--- config.mk ---
export PLATFORM = sky130hd
export DESIGN_NAME = twm_master_engine
export DESIGN_NICKNAME = d
export VERILOG_FILES = /design/src/hw/twm_pkg.sv /design/src/hw/twm_master_engine.sv
export SDC_FILE = /design/constraint.sdc
export NUM_CORES = 1
export LEC_CHECK = 0
export BUFFER_PORTS_ARGS = -buffer_cell sky130_fd_sc_hd__buf_2
export CAP_MARGIN = 15
export CORE_ASPECT_RATIO = 1.4
export CORE_MARGIN = 1.5
export CORE_UTILIZATION = 39
export CTS_BUF_LIST = sky130_fd_sc_hd__clkbuf_8
export DETAILED_ROUTE_END_ITERATION = 6
export SLEW_MARGIN = 25
export SYNTH_ARGS = -nofsm -noshare
export SYNTH_HDL_FRONTEND = slang
export SYNTH_SLANG_ARGS = --single-unit
--- constraint.sdc ---
create_clock -name clk -period 8.8 [get_ports clk]
set_clock_uncertainty 0.1 [all_clocks]
set_input_delay 0.44 -clock clk [delete_from_list [all_inputs] [get_ports clk]]
set_output_delay 0.44 -clock clk [all_outputs]
set_load 0.01 [all_outputs]
--- src/hw/twm_pkg.sv ---
// Purpose: Shared constants for the two-wire master status engine.
// Assumes: 50 MHz system clock, 100 kHz bus bit rate.
// Notes:   One bus bit is four quarter periods.
package twm_pkg;
   localparam int CLK_NS      = 20;
   localparam int QTR_NS      = 2500;
   localparam int QTR_CYC     = (QTR_NS + CLK_NS - 1) / CLK_NS;
   localparam int DATA_W      = 8;
   localparam int TXQ_DEPTH   = 4;
   localparam logic [6:0] QTR_LAST = 7'(QTR_CYC - 1);
   localparam logic [3:0] ACK_SLOT = 4'h8;

   localparam logic [7:0] ST_START  = 8'h08;
   localparam logic [7:0] ST_RSTART = 8'h10;
   localparam logic [7:0] ST_AW_ACK = 8'h18;
   localparam logic [7:0] ST_AW_NAK = 8'h20;
   localparam logic [7:0] ST_DT_ACK = 8'h28;
   localparam logic [7:0] ST_DT_NAK = 8'h30;
   localparam logic [7:0] ST_ARB    = 8'h38;
   localparam logic [7:0] ST_AR_ACK = 8'h40;
   localparam logic [7:0] ST_AR_NAK = 8'h48;
   localparam logic [7:0] ST_RX_ACK = 8'h50;
   localparam logic [7:0] ST_RX_NAK = 8'h58;
   localparam logic [7:0] ST_IDLE   = 8'hf8;

   typedef enum logic [6:0] {
      S_IDLE   = 7'h01,
      S_START  = 7'h02,
      S_RSTART = 7'h04,
      S_STOP   = 7'h08,
      S_TX     = 7'h10,
      S_RX     = 7'h20,
      S_HOLD   = 7'h40
   } twm_state_type;
endpackage : twm_pkg

--- src/hw/twm_master_engine.sv ---
// Purpose: Master transmitter/receiver sequencing of a two-wire serial unit.
// Assumes: Open-drain pins are resolved outside; oe high means pull low.
// Notes:   Bytes to send are queued in a small FIFO ahead of the engine.
// Notes on behaviour
// - After start post 08, then send address.
// - After repeated start post 10; read address.
// - Write address at 10 selects transmitter role.
// - Post 18 on acked write address.
// - Post 20 on nacked write address.
// - Post 28 on acked data byte.
// - Post 30 on nacked data byte.
// - Start-request alone makes repeated start.
// - Stop-request alone makes stop, clears itself.
// - Both requests: stop then start, clear stop.
// - Arbitration loss posts 38, releases bus.
// - Start-request after loss waits bus free.
// - Loss during own acknowledge posts 38.
// - At 08 firmware loads read address.
// - Post 40; acknowledge follows ack-enable.
// - Post 48 then honour start/stop requests.
// - Post 50; ack-enable steers next acknowledge.
// - Post 58; firmware picks start/stop.
// - Transfer suspended while flag is set.
`timescale 1ns/1ns

module twm_fifo #(
   parameter int WIDTH = 8,
   parameter int DEPTH = 4
) (
   input  wire logic             clk,
   input  wire logic             rst_b,
   input  wire logic             inValid,
   output logic                  inReady,
   input  wire logic [WIDTH-1:0] inData,
   output logic                  outValid,
   input  wire logic             outReady,
   output logic      [WIDTH-1:0] outData
);
   localparam int AW = $clog2(DEPTH);
   logic [WIDTH-1:0] mem_r [DEPTH];
   logic [AW-1:0]    wp_r, wp_nxt, rp_r, rp_nxt;
   logic [AW:0]      cnt_r, cnt_nxt;
   logic             push, pop;

   assign inReady  = cnt_r != (AW+1)'(DEPTH);
   assign outValid = cnt_r != '0;
   assign outData  = mem_r[rp_r];

   always_comb begin
      push    = inValid && inReady;
      pop     = outValid && outReady;
      wp_nxt  = push ? AW'((wp_r + 1'b1) % DEPTH) : wp_r;
      rp_nxt  = pop ? AW'((rp_r + 1'b1) % DEPTH) : rp_r;
      cnt_nxt = cnt_r + (AW+1)'(push) - (AW+1)'(pop);
   end

   always_ff @(posedge clk) begin
      if (!rst_b) begin
         wp_r  <= '0;
         rp_r  <= '0;
         cnt_r <= '0;
      end else begin
         wp_r  <= wp_nxt;
         rp_r  <= rp_nxt;
         cnt_r <= cnt_nxt;
         if (push) begin
            mem_r[wp_r] <= inData;
         end
      end
   end
endmodule : twm_fifo

module twm_master_engine
   import twm_pkg::*;
(
   input  wire logic        clk,
   input  wire logic        rst_b,
   input  wire logic        sclIn,
   output logic             sclOut,
   output logic             sclOe,
   input  wire logic        sdaIn,
   output logic             sdaOut,
   output logic             sdaOe,
   input  wire logic        txValid,
   output logic             txReady,
   input  wire logic [7:0]  txData,
   input  wire logic        ctrlWr,
   input  wire logic        ctrlSta,
   input  wire logic        ctrlSto,
   input  wire logic        ctrlAck,
   output logic             siFlag,
   output logic      [7:0]  statusCode,
   output logic      [7:0]  rxData,
   output logic             startReq,
   output logic             stopReq,
   output logic             receiverRole,
   output logic             busBusy
);
   twm_state_type state_r, state_nxt;
   logic [6:0] div_r, div_nxt;
   logic [1:0] q_r, q_nxt;
   logic [3:0] bit_r, bit_nxt;
   logic [7:0] shift_r, shift_nxt, stat_r, stat_nxt, rxd_r, rxd_nxt;
   logic       sclLow_r, sclLow_nxt, sdaLow_r, sdaLow_nxt;
   logic       si_r, si_nxt, sta_r, sta_nxt, sto_r, sto_nxt;
   logic       ack_r, ack_nxt, ackIn_r, ackIn_nxt;
   logic       role_r, role_nxt, addr_r, addr_nxt, busy_r, busy_nxt;
   logic       sclSy1_r, sclS_r, sdaSy1_r, sdaS_r, sdaD_r;
   logic       tick, qAdv, post, pop, qValid, lost;
   logic [7:0] postCode, qData;

   twm_fifo #(.WIDTH(DATA_W), .DEPTH(TXQ_DEPTH)) u_txq (
      .clk      (clk),
      .rst_b    (rst_b),
      .inValid  (txValid),
      .inReady  (txReady),
      .inData   (txData),
      .outValid (qValid),
      .outReady (pop),
      .outData  (qData)
   );

   assign sclOut       = 1'b0;
   assign sdaOut       = 1'b0;
   assign sclOe        = sclLow_r;
   assign sdaOe        = sdaLow_r;
   assign siFlag       = si_r;
   assign statusCode   = stat_r;
   assign rxData       = rxd_r;
   assign startReq     = sta_r;
   assign stopReq      = sto_r;
   assign receiverRole = role_r;
   assign busBusy      = busy_r;
   assign tick         = div_r == QTR_LAST;

   // Pins are asynchronous; only the second stage and later are read.
   always_ff @(posedge clk) begin
      if (!rst_b) begin
         sclSy1_r <= 1'b1;
         sclS_r   <= 1'b1;
         sdaSy1_r <= 1'b1;
         sdaS_r   <= 1'b1;
         sdaD_r   <= 1'b1;
      end else begin
         sclSy1_r <= sclIn;
         sclS_r   <= sclSy1_r;
         sdaSy1_r <= sdaIn;
         sdaS_r   <= sdaSy1_r;
         sdaD_r   <= sdaS_r;
      end
   end

   always_comb begin
      state_nxt  = state_r;
      div_nxt    = tick ? '0 : div_r + 7'h01;
      q_nxt      = q_r;
      bit_nxt    = bit_r;
      shift_nxt  = shift_r;
      stat_nxt   = stat_r;
      rxd_nxt    = rxd_r;
      sclLow_nxt = sclLow_r;
      sdaLow_nxt = sdaLow_r;
      si_nxt     = si_r;
      sta_nxt    = sta_r;
      sto_nxt    = sto_r;
      ack_nxt    = ack_r;
      ackIn_nxt  = ackIn_r;
      role_nxt   = role_r;
      addr_nxt   = addr_r;
      busy_nxt   = busy_r;
      post       = 1'b0;
      postCode   = stat_r;
      pop        = 1'b0;
      lost       = 1'b0;
      // Quarters wait at the high phase while a slave stretches the clock.
      qAdv       = tick && (q_r != 2'h2 || sclS_r);
      if (sclS_r && sdaD_r && !sdaS_r) begin
         busy_nxt = 1'b1;
      end else if (sclS_r && !sdaD_r && sdaS_r) begin
         busy_nxt = 1'b0;
      end
      if (qAdv) begin
         q_nxt = q_r + 2'h1;
      end
      unique case (state_r)
         S_IDLE: begin
            div_nxt = '0;
            q_nxt   = '0;
            if (sta_r && !busy_r) begin
               state_nxt = S_START;
            end
         end
         S_START: begin
            if (qAdv) begin
               unique case (q_r)
                  2'h0: begin
                     sclLow_nxt = 1'b0;
                     sdaLow_nxt = 1'b0;
                  end
                  2'h1: sdaLow_nxt = 1'b1;
                  default: begin
                     sclLow_nxt = 1'b1;
                     post       = 1'b1;
                     postCode   = ST_START;
                  end
               endcase
            end
         end
         S_RSTART, S_STOP: begin
            if (qAdv) begin
               unique case (q_r)
                  2'h0: sdaLow_nxt = state_r == S_RSTART ? 1'b0 : 1'b1;
                  2'h1: sclLow_nxt = 1'b0;
                  2'h2: sdaLow_nxt = state_r == S_RSTART;
                  default: begin
                     if (state_r == S_RSTART) begin
                        sclLow_nxt = 1'b1;
                        post       = 1'b1;
                        postCode   = ST_RSTART;
                     end else begin
                        state_nxt = S_IDLE;
                        role_nxt  = 1'b0;
                     end
                  end
               endcase
            end
         end
         S_TX, S_RX: begin
            if (qAdv) begin
               unique case (q_r)
                  2'h0: begin
                     if (bit_r == ACK_SLOT) begin
                        sdaLow_nxt = state_r == S_RX && ack_r;
                     end else begin
                        sdaLow_nxt = state_r == S_TX && !shift_r[7];
                     end
                  end
                  2'h1: sclLow_nxt = 1'b0;
                  2'h2: begin
                     // A released line read low on a sent data bit or on our own acknowledge means another master won.
                     lost = !sdaLow_r && !sdaS_r &&
                            ((state_r == S_TX) != (bit_r == ACK_SLOT));
                     if (lost) begin
                        sdaLow_nxt = 1'b0;
                        role_nxt   = 1'b0;
                        post       = 1'b1;
                        postCode   = ST_ARB;
                     end else if (bit_r == ACK_SLOT) begin
                        ackIn_nxt = sdaS_r;
                     end else begin
                        shift_nxt = {shift_r[6:0], sdaS_r};
                     end
                  end
                  default: begin
                     sclLow_nxt = 1'b1;
                     bit_nxt    = bit_r + 4'h1;
                     if (bit_r == ACK_SLOT) begin
                        post = 1'b1;
                        if (state_r == S_RX) begin
                           rxd_nxt  = shift_r;
                           postCode = ackIn_r ? ST_RX_NAK : ST_RX_ACK;
                        end else if (!addr_r) begin
                           postCode = ackIn_r ? ST_DT_NAK : ST_DT_ACK;
                        end else if (shift_r[0]) begin
                           role_nxt = 1'b1;
                           postCode = ackIn_r ? ST_AR_NAK : ST_AR_ACK;
                        end else begin
                           role_nxt = 1'b0;
                           postCode = ackIn_r ? ST_AW_NAK : ST_AW_ACK;
                        end
                     end
                  end
               endcase
            end
         end
         default: begin
            div_nxt = '0;
            q_nxt   = '0;
            bit_nxt = '0;
            if (!si_r) begin
               if (stat_r == ST_START || stat_r == ST_RSTART) begin
                  if (qValid) begin
                     pop       = 1'b1;
                     shift_nxt = qData;
                     addr_nxt  = 1'b1;
                     state_nxt = S_TX;
                  end
               end else if (stat_r == ST_ARB) begin
                  sclLow_nxt = 1'b0;
                  state_nxt  = S_IDLE;
               end else if (sto_r) begin
                  sto_nxt   = 1'b0;
                  state_nxt = S_STOP;
               end else if (sta_r) begin
                  state_nxt = S_RSTART;
               end else if (stat_r == ST_AR_ACK || stat_r == ST_RX_ACK) begin
                  state_nxt = S_RX;
               end else if (stat_r != ST_AR_NAK && stat_r != ST_RX_NAK &&
                            qValid) begin
                  pop       = 1'b1;
                  shift_nxt = qData;
                  addr_nxt  = 1'b0;
                  state_nxt = S_TX;
               end
            end
         end
      endcase
      if (post) begin
         si_nxt    = 1'b1;
         stat_nxt  = postCode;
         state_nxt = S_HOLD;
      end
      if (ctrlWr) begin
         sta_nxt = ctrlSta;
         sto_nxt = ctrlSto;
         ack_nxt = ctrlAck;
         if (!post) begin
            si_nxt = 1'b0;
         end
      end
   end

   always_ff @(posedge clk) begin
      if (!rst_b) begin
         state_r  <= S_IDLE;
         div_r    <= '0;
         q_r      <= '0;
         bit_r    <= '0;
         shift_r  <= '0;
         stat_r   <= ST_IDLE;
         rxd_r    <= '0;
         sclLow_r <= 1'b0;
         sdaLow_r <= 1'b0;
         si_r     <= 1'b0;
         sta_r    <= 1'b0;
         sto_r    <= 1'b0;
         ack_r    <= 1'b0;
         ackIn_r  <= 1'b1;
         role_r   <= 1'b0;
         addr_r   <= 1'b0;
         busy_r   <= 1'b0;
      end else begin
         state_r  <= state_nxt;
         div_r    <= div_nxt;
         q_r      <= q_nxt;
         bit_r    <= bit_nxt;
         shift_r  <= shift_nxt;
         stat_r   <= stat_nxt;
         rxd_r    <= rxd_nxt;
         sclLow_r <= sclLow_nxt;
         sdaLow_r <= sdaLow_nxt;
         si_r     <= si_nxt;
         sta_r    <= sta_nxt;
         sto_r    <= sto_nxt;
         ack_r    <= ack_nxt;
         ackIn_r  <= ackIn_nxt;
         role_r   <= role_nxt;
         addr_r   <= addr_nxt;
         busy_r   <= busy_nxt;
      end
   end

   start_post_a: assert property (@(posedge clk) disable iff (!rst_b)
      (state_r == S_START && qAdv && q_r == 2'h2) |=> si_r && stat_r == ST_START)
      else $error("start did not post its code");
   rstart_post_a: assert property (@(posedge clk) disable iff (!rst_b)
      $fell(state_r == S_RSTART) |-> si_r && stat_r == ST_RSTART)
      else $error("repeated start did not post its code");
   hold_still_a: assert property (@(posedge clk) disable iff (!rst_b)
      si_r |=> $stable(sclLow_r) && $stable(sdaLow_r) && state_r == S_HOLD)
      else $error("bus moved while flag set");
   rs_choice_a: assert property (@(posedge clk) disable iff (!rst_b)
      (state_r == S_HOLD && !si_r && sta_r && !sto_r && stat_r != ST_START &&
       stat_r != ST_RSTART && stat_r != ST_ARB) |=> state_r == S_RSTART)
      else $error("repeated start not chosen");
   stop_clear_a: assert property (@(posedge clk) disable iff (!rst_b)
      (state_r == S_HOLD && !si_r && sto_r && !ctrlWr && stat_r != ST_START &&
       stat_r != ST_RSTART && stat_r != ST_ARB) |=> state_r == S_STOP && !sto_r)
      else $error("stop not issued or not cleared");
   free_start_a: assert property (@(posedge clk) disable iff (!rst_b)
      (state_r == S_IDLE && sta_r && !busy_r) |=> state_r == S_START)
      else $error("start not begun on free bus");
   arb_post_a: assert property (@(posedge clk) disable iff (!rst_b)
      lost |=> stat_r == ST_ARB && si_r && !sdaLow_r && !role_r)
      else $error("arbitration loss not handled");
   ack_drive_a: assert property (@(posedge clk) disable iff (!rst_b)
      (state_r == S_RX && bit_r == ACK_SLOT && qAdv && q_r == 2'h0)
      |=> sdaLow_r == $past(ack_r))
      else $error("acknowledge does not follow ack-enable");
endmodule : twm_master_engine

==> impl_results.md, run 1 <==
* Status: completed
* Starting Density at 0.401
* Total GRT Usage at 0.187
* Via density at 5.58
* Final Power at 0.00116 W
* Yosys top cell area share at 0.275
* Cell Rows at 47
* Asr flop ratio synth at 0
* DRT Pass-1 Iters at 4
* Hold Crit Class: in2reg
* YS warnings at 0
* Cells after Synth at 475
* Area leader, netlist: dfxtp_1
* Die height at 133 um
* VDD IR max at 121 uV
* Final net count at 534
* Clock buffer count from CTS at 9
* Vias in the first global route at 3572
* Wire per inst at 17.4 um
* Setup Total Neg Slack at 0 ns
* Synth-to-Final Area Change at 9.88%
* Leak at 1.99 nW
* Layout cells sized above 1 at 0.141
* Ranking of synthesized cells by area: dfxtp_1, edfxtp_1, nor2_1, mux2i_1, ha_1
* PostCTS Resize Cnt at 0
* Clk_lat worst skew at 0.37 ns
* Antenna-violating nets left at 0
* EDFF count, synth at 32
* RSZ-0062 raised after global routing: false
* Reg2Reg Depth at 6
* Max transition margin at 0.337
* Kind of start point of the critical path: flip-flop
* Yosys cell types at 63
* Max Cap Viol at 0
* CTS tree: built
* Post-route minimum period at 3.92 ns
* Clock tree buffer depth at 2
* Port bufs at 37
* Post-synth top cells: nor2_1, dfxtp_1, edfxtp_1, nand2_1, inv_1
* Fin. max-slew vios at 0
* Number of post-CTS setup repair buffers at 0
* Pre-CTS setup slack at 5.01 ns
* Most frequent cell after synthesis: nor2_1
* Largest net degree at the start of global routing at 36
* N_diodes at 0
* Post-synthesis cell area at 4740 um^2
* # hold bufs at CTS at 0
* Post-DP HPWL at 8270 um
* Worst Path Required at 8.98 ns
* Hold Crit Depth at 2
* Via count at 3636
* Clock Sinks at 97
* Seq cells post-synth at 97
* Pwr/cell area at 222 nW/um^2
* Period Utilization, post-route at 0.445
* Critical path type: reg2reg
* Die width at 96.2 um
* Worst-Margin Slew at 0.990 ns
* Worst Slack Setup Final at 4.88 ns
* Final Hold Viols at 0
* Clk pin slew, worst setup/hold paths at 0.11 ns
* Crit path max fanout at 16
* CORE AREA at 11800 um^2
* First-pass GRT wire length at 18000 um
* 1st-iter DRT viols at 192
* Worst Path Arrival at 4.10 ns
* Total routed wirelength at 11300 um
* Root Driver: clkbuf_8
* Gpl congestion at 0.959
* Die area at 12800 um^2
* Final setup fails at 0
* Worst setup EP type: flip-flop
* Remaining Overflow, GRT at 0
* IO Count at 43
* # DRC at 0
* Syn Area/Cell at 9.98 um^2
* Fillcell total at 1145
* Synth Flop Type: dfxtp_1
* Seq/Total Area, Yosys at 0.477
* Achievable Freq at 0.255 GHz
* Antenna violations before repair at 0
* H-tree levels at 3
[cell type report]
class	instances	area, um^2	area share
flip-flops and latches	97	2260	0.435
inverters	25	93.8	0.0180
multi-input cells	329	2270	0.436
repair buffers	38	193	0.0370
clock inverters	7	78.8	0.0151
clock buffers	9	124	0.0238
well taps	147	184	0.0353
[where the power goes]
part / switching (W) / internal, W
sequential: 0.0000526 / 0.000506
clock: 0.000185 / 0.000114
combinational: 0.000176 / 0.000124
[per-layer routing]
layer | up-vias | share of wire | global-route usage
met2 | 92 | 0.51 | 0.319
met1 | 1762 | 0.42 | 0.216
li1 | 1749 | - | -
met3 | 33 | 0.030 | 0.0268
met4 | 0 | 0.038 | 0.109
met5 | - | 0 | 0
[kinds of logic (layout without fill, tap and decap cells)]
family,after synthesis,count (layout),share of synthesized area
adders and majority gates,17,17,0.0465
xor gates and xnor gates,20,20,0.0370
AOI/OAI and AO/OA,80,80,0.121
other,1,5,0.000791
DFF,97,97,0.477
buffers and inverters,53,79,0.0465
muxes,30,30,0.0848
and+or+nand+nor,177,177,0.186
[cells in the final DEF, fill, tap and decap left out, drive strengths merged, types with 3 or more instances in the layout]
cell,Yosys,layout
clkbuf,20,9
o21ai,17,17
and2,3,3
conb,1,5
nand2,32,32
clkinv,1,4
o211ai,4,4
o211a,4,4
or4,6,6
nor2,67,67
nor3,14,14
nor3b,5,5
a311oi,7,7
a21oi,15,15
xnor2,11,11
a211oi,4,4
nand3,8,8
nor4b,3,3
dfxtp,65,65
a31oi,6,6
or3,5,5
ha,16,16
xor2,9,9
edfxtp,32,32
inv,24,28
nor4,6,6
buf,8,38
mux2i,21,21
nand2b,9,9
mux4,8,8
and3,7,7
nand4,4,4
[path summary, 6_finish.rpt]
| check | from | to | slack [ns] |
|---|---|---|---|
| hold reg to reg | sdaSy1_r | sdaS_r | 0.33 |
| setup / recovery | state_r[3] | shift_r[4] | 4.88 |
| setup reg to reg | state_r[3] | shift_r[4] | 4.88 |
| hold / removal | sdaIn | sdaSy1_r | 0.15 |
[state kept, by name, indices dropped and copies added (netlist names), 2 cells and up, named ones only]
name and flops:
u_txq.rp_r 2, q_r 2, u_txq.mem_r 32, u_txq.cnt_r 3, statusCode 5, state_r 7
u_txq.wp_r 2, shift_r 8, div_r 7, rxData 8, bit_r 4
[metrics by stage]
step	utilization	cells	hold WS, ns	cell area [um^2]
floorplan	-	479	0.286	4750
global placement	0.423	636	0.304	5000
detailed placement	0.423	636	0.312	5000
CTS	0.440	652	0.133	5210
global route	0.440	652	0.141	5210
finish	0.440	652	0.146	5210
[worst max-delay path, stage by stage (launching register included)]
cell	delay [ns]
dfxtp_1	0.48
or4_4	0.63
nor3_2	0.81
o311ai_0	0.48
a211oi_2	0.87
nor2_1	0.12
a311oi_1	0.32
Note: power is estimated with default switching activity, not from simulation.
==> run 2, diff against run 1 <==
==> constraint.sdc (replaced) <==
create_clock -name clk -period 3.85 [get_ports clk]
set_clock_uncertainty 0.1 [all_clocks]
set_input_delay 0.1925 -clock clk [delete_from_list [all_inputs] [get_ports clk]]
set_output_delay 0.1925 -clock clk [all_outputs]
set_load 0.01 [all_outputs]
==> run 2 against run 1 <==
Register-to-register slack worse by 4.5 ns. Critical path depth up 7. Combinational power up 130%. Worst hold slack worse by 0.13 ns. Via count down 0.17%. Global-route usage down 0.45 points. Fmax up 15%. Sequential share of layout area down 1.7 points. Utilization up 1.8 points.
==> impl_results.md, run 2 (synthesized netlist as in run 1, its figures left out) <==
* Hold EP: stopReq
* Achievable Freq at 0.292 GHz
* Clock share of power at 0.254
* Clock buffer count from CTS at 9
* Port bufs at 37
* Die height at 133 um
* Switching power at 0.000914 W
* IO Count at 43
* Reg2Reg Depth at 13
* Synth-to-Final Area Change at 14.3%
* Largest net degree at the start of global routing at 36
* Final net count at 557
* First-pass GRT wire length at 17600 um
* Fin. max-slew vios at 0
* N_diodes at 0
* Hold Crit Class: in2reg
* Die area at 12800 um^2
* Worst Path Arrival at 3.59 ns
* Post-DP HPWL at 7980 um
* Clock Sinks at 97
* Final setup fails at 0
* Pre-CTS setup slack at 0.480 ns
* Critical path type: reg2reg
* Crit-path cells: nor4_1 > o211a_1 > nor2_1 > nand3_1 > inv_1 > ha_1 > inv_1 > ha_1 > inv_1 > fa_1 > xor2_1 > xnor2_1 > nor2_1
* Worst path max stage delay at 0.60 ns
* Cell Area, Placed at 5080 um^2
* Cell Rows at 47
* Cell Count, Final, Fillers Out at 675
* Kind of start point of the critical path: flip-flop
* Max transition margin at 0.388
* Leak at 2.09 nW
* Final Hold Viols at 0
* Util after Layout at 0.458
* Worst-Margin Slew at 0.907 ns
* End of the worst register-to-register path: u_txq.cnt_r[2]
* Die width at 96.2 um
* Number of post-CTS setup repair buffers at 0
* Switching share of power at 0.346
* Total GRT Usage at 0.182
* Crit path max fanout at 13
* Antenna-violating nets left at 0
* Layout cells sized above 1 at 0.153
* Most frequent cells in the layout: nor2_1, dfxtp_1, buf_2, nand2_1, edfxtp_1
* Clock tree buffer depth at 2
* Int Power at 0.00173 W
* Gpl congestion at 0.870
* Hold_sp: ctrlWr
* CORE AREA at 11800 um^2
* Placed cells at 646
* Clk_lat worst skew at 0.38 ns
* # DRC at 0
* Antenna violations before repair at 0
* Worst setup EP type: flip-flop
* Setup Total Neg Slack at 0 ns
* VDD IR max at 248 uV
* Total routed wirelength at 11000 um
* Hold Crit Depth at 3
* DRT Pass-1 Iters at 4
* RSZ-0062 raised after global routing: false
* Status: completed
* Root Driver: clkbuf_8
* Period Utilization, post-route at 0.888
* Vias in the first global route at 3441
* Largest register FFs at 32
* Starting Density at 0.401
* Post-route minimum period at 3.42 ns
* Worst Path Required at 4.02 ns
* Most used cell, CP: inv_1
* H-tree levels at 3
* Worst Slack Setup Final at 0.430 ns
* Max Cap Viol at 0
* PostCTS Resize Cnt at 0
* Wire per inst at 16.3 um
* R2R Path Start: state_r[0]
* Largest register by flop count: u_txq.mem_r
* Most common cell after layout, fill and taps aside: nor2_1
* 1st-iter DRT viols at 147
* Flop2flop setup slack at 0.43 ns
* Remaining Overflow, GRT at 0
* Crit path max-delay cell type: nor4_1
* Via density at 5.38
* Pwr/cell area at 488 nW/um^2
* Final Instance Area at 5410 um^2
* Logic pwr share at 0.267
* Via count at 3630
* Sequential power share at 0.480
* Clk pin slew, worst setup/hold paths at 0.11 ns
* # hold bufs at CTS at 13
* CTS tree: built
-- run 2: changes by cell type in the layout (fill, tap and decap cells not counted) --
cell,change
inv_6,+1
inv_8,-2
buf_4,+10
clkinv_8,+1
dlygate4sd3_1,+13
-- run 2: layout make-up --
class,count,area [um^2]
clock buffer,9,124
clock inverter,7,81.3
fill,1148,6410
inverter,25,93.8
multi-input combinational,329,2270
sequential,97,2260
tap,147,184
timing repair buffer,61,398
-- run 2: how the worst max path moves through the flow --
stage	to	cells past startpoint	start	slack (ns)
3_3_place_gp	u_txq.cnt_r[2]	13	state_r[0]	0.67
3_5_place_dp	u_txq.cnt_r[2]	13	state_r[0]	0.48
4_1_cts	u_txq.cnt_r[2]	13	state_r[0]	0.45
6_report	u_txq.cnt_r[2]	13	state_r[0]	0.43
5_1_grt	u_txq.cnt_r[2]	13	state_r[0]	0.15
2_1_floorplan	u_txq.cnt_r[2]	14	state_r[3]	0.84
-- run 2: through the flow --
step | total power, W | hold slack, ns
2_1_floorplan | 0.00179 | 0.191
3_3_place_gp | 0.00198 | 0.288
6_report | 0.00264 | 0.0113
3_5_place_dp | 0.00199 | 0.282
4_1_cts | 0.00267 | 0.00441
5_1_grt | 0.00281 | 0.0385
-- run 2: power groups by stage --
stage	clock network (W)	logic [W]	registers, W
6_report	0.000671	0.000704	0.00127
3_3_place_gp	0	0.000690	0.00129
3_5_place_dp	0	0.000696	0.00129
5_1_grt	0.000735	0.000791	0.00128
2_1_floorplan	0	0.000563	0.00123
4_1_cts	0.000690	0.000711	0.00127
-- run 2: critical path: cells and delay by family (launching register included) --
kind                       cells  cell delay, ns
and+or+nand+nor                4            0.95
adders and majority gates      3            0.81
DFF                            1            0.46
AOI/OAI and AO/OA              1            0.45
xor gates and xnor gates       2            0.36
buffers and inverters          3            0.17
-- run 2: layer usage --
layer  share of wire  vias up  track usage
met4           0.042        0        0.109
met1            0.42     1711        0.220
met2            0.50       93        0.302
met3           0.037       27       0.0257
met5               0        -            0
li1                -     1799            -
==> run 3, diff against run 2 <==
--- a/config.mk
+++ b/config.mk
@@ -12,6 +12,7 @@
 export CORE_UTILIZATION = 39
 export CTS_BUF_LIST = sky130_fd_sc_hd__clkbuf_8
 export DETAILED_ROUTE_END_ITERATION = 6
+export RECOVER_POWER = 25
 export SLEW_MARGIN = 25
 export SYNTH_ARGS = -nofsm -noshare
 export SYNTH_HDL_FRONTEND = slang
==> constraint.sdc (replaced) <==
create_clock -name clk -period 3.01 [get_ports clk]
set_clock_uncertainty 0.1 [all_clocks]
set_input_delay 0.1505 -clock clk [delete_from_list [all_inputs] [get_ports clk]]
set_output_delay 0.1505 -clock clk [all_outputs]
set_load 0.01 [all_outputs]
==> run 3 against run 2 <==
Routed wire length increased by 1.4%. Fmax is 18% higher. Non-clock buffer count is 19 higher. Flip-flop and latch count stayed put. Cell count is 2.8% higher. Utilization is 1.6 points higher. Setup slack got worse by 0.31 ns. Via count rose by 4.7%. Critical path type unchanged. Critical endpoint is now state_r[3].
==> impl_results.md, run 3 (synthesized netlist as in run 1, its figures left out) <==
* Period Utilization, post-route at 0.960
* Critical path type: reg2reg
* Pre-CTS setup slack at 0.0144 ns
* Pwr/cell area at 627 nW/um^2
* Worst Slack Setup Final at 0.122 ns
* Hold_ws at 0.0199 ns
* Starting Density at 0.401
* VDD IR max at 387 uV
* Hold Crit Class: in2reg
* # DRC at 0
* Gpl congestion at 0.966
* H-tree levels at 3
* Hold Crit Depth at 3
* Antenna-violating nets left at 0
* Cell Rows at 47
* Final Instance Area at 5610 um^2
* Total routed wirelength at 11100 um
* N_diodes at 0
* Clock Sinks at 97
* CP top delay family: simple AND/OR/NAND/NOR gates
* IO Count at 43
* Fillcell total at 1107
* Post-DP HPWL at 7950 um
* Largest register FFs at 32
* Die height at 133 um
* Die area at 12800 um^2
* Total GRT Usage at 0.184
* Vias in the first global route at 3656
* Final setup fails at 0
* Achievable Freq at 0.346 GHz
* Max Cap Viol at 0
* Final net count at 576
* Reg2Reg Depth at 6
* Crit path max-delay cell type: or4_4
* Largest register by flop count: u_txq.mem_r
* Crit-path cells: or4_4 > or3_1 > o31a_1 > a2bb2oi_2 > o21ai_0 > nor2_1
* Worst Path Required at 3.17 ns
* Worst-Margin Slew at 0.799 ns
* Worst path max stage delay at 0.60 ns
* Port bufs at 37
* Setup Total Neg Slack at 0 ns
* Antenna violations before repair at 0
* Most common cell after layout, fill and taps aside: nor2_1
* Leak at 2.17 nW
* Die width at 96.2 um
* Wire per inst at 16.1 um
* WP buf/inv at 0
* Cell Area, Placed at 5190 um^2
* RSZ-0062 raised after global routing: false
* Root Driver: clkbuf_8
* Via count at 3801
* Clk pin slew, worst setup/hold paths at 0.11 ns
* Remaining Overflow, GRT at 0
* 1st-iter DRT viols at 214
* First-pass GRT wire length at 17900 um
* Final Hold Viols at 0
* Crit path max fanout at 8
* Most frequent cells in the layout: nor2_1, dfxtp_1, nand2_1, edfxtp_1, buf_2
* Worst Path Arrival at 3.05 ns
* Status: completed
* DRT Pass-1 Iters at 6
* Post-route minimum period at 2.89 ns
* Max transition margin at 0.461
* Clock buffer count from CTS at 9
* Kind of start point of the critical path: flip-flop
* CORE AREA at 11800 um^2
* Clk_lat worst skew at 0.38 ns
* Layout cells sized above 1 at 0.177
* CTS tree: built
* Largest net degree at the start of global routing at 36
* Synth-to-Final Area Change at 18.3%
* Crit path depth at 6
* Fin. max-slew vios at 0
* Via density at 5.48
* Worst setup EP type: flip-flop
* Clock tree buffer depth at 2
-- run 3: worst min-delay path, cell delays in order --
cell and delay [ns]:
buf_2 0.15, mux2i_1 0.09, nor2_1 0.07
-- run 3: worst paths after layout --
kind,startpoint,to,slack [ns]
setup / recovery,state_r[3],state_r[3],0.12
hold / removal,ctrlWr,startReq,0.02
setup reg to reg,state_r[3],state_r[3],0.12
hold reg to reg,sdaSy1_r,sdaS_r,0.31
-- run 3: area by class of cell --
class	count	area [um^2]	share of cell area
Timing Repair Buffer	80	548	0.0978
Multi-Input combinational cell	329	2300	0.411
Clock inverter	7	85.1	0.0152
Tap cell	147	184	0.0328
Clock buffer	9	124	0.0221
Inverter	25	93.8	0.0167
Sequential cell	97	2270	0.405
-- run 3: power by group --
part           internal, W  total, W  switching (W)
sequential         0.00148   0.00162       0.000145
clock             0.000399  0.000893       0.000493
combinational     0.000467  0.000998       0.000531
total              0.00235   0.00351        0.00117
-- run 3: what timing repair did --
action                                  4_1_cts  5_1_grt
endpoints found under the setup margin        1       16
hold buffers                                 15        0
pin swaps                                     0        5
endpoints found under the hold margin        37        0
buffers inserted                              0        2
resized for setup                             2        9
-- run 3: stage by stage --
| stage | power [W] | util | std cells |
|---|---|---|---|
| 2_1_floorplan | 0.00229 | - | 479 |
| 6_report | 0.00351 | 0.474 | 694 |
| 3_3_place_gp | 0.00256 | 0.439 | 661 |
| 3_5_place_dp | 0.00258 | 0.439 | 661 |
| 4_1_cts | 0.00349 | 0.470 | 692 |
| 5_1_grt | 0.00374 | 0.474 | 694 |
-- run 3: per-layer routing --
| metal | share of wire | vias to the layer above | global-route usage |
|---|---|---|---|
| met5 | 0 | - | 0 |
| met4 | 0.035 | 0 | 0.0882 |
| met3 | 0.043 | 45 | 0.0394 |
| met2 | 0.52 | 125 | 0.313 |
| met1 | 0.41 | 1798 | 0.215 |
| li1 | - | 1833 | - |
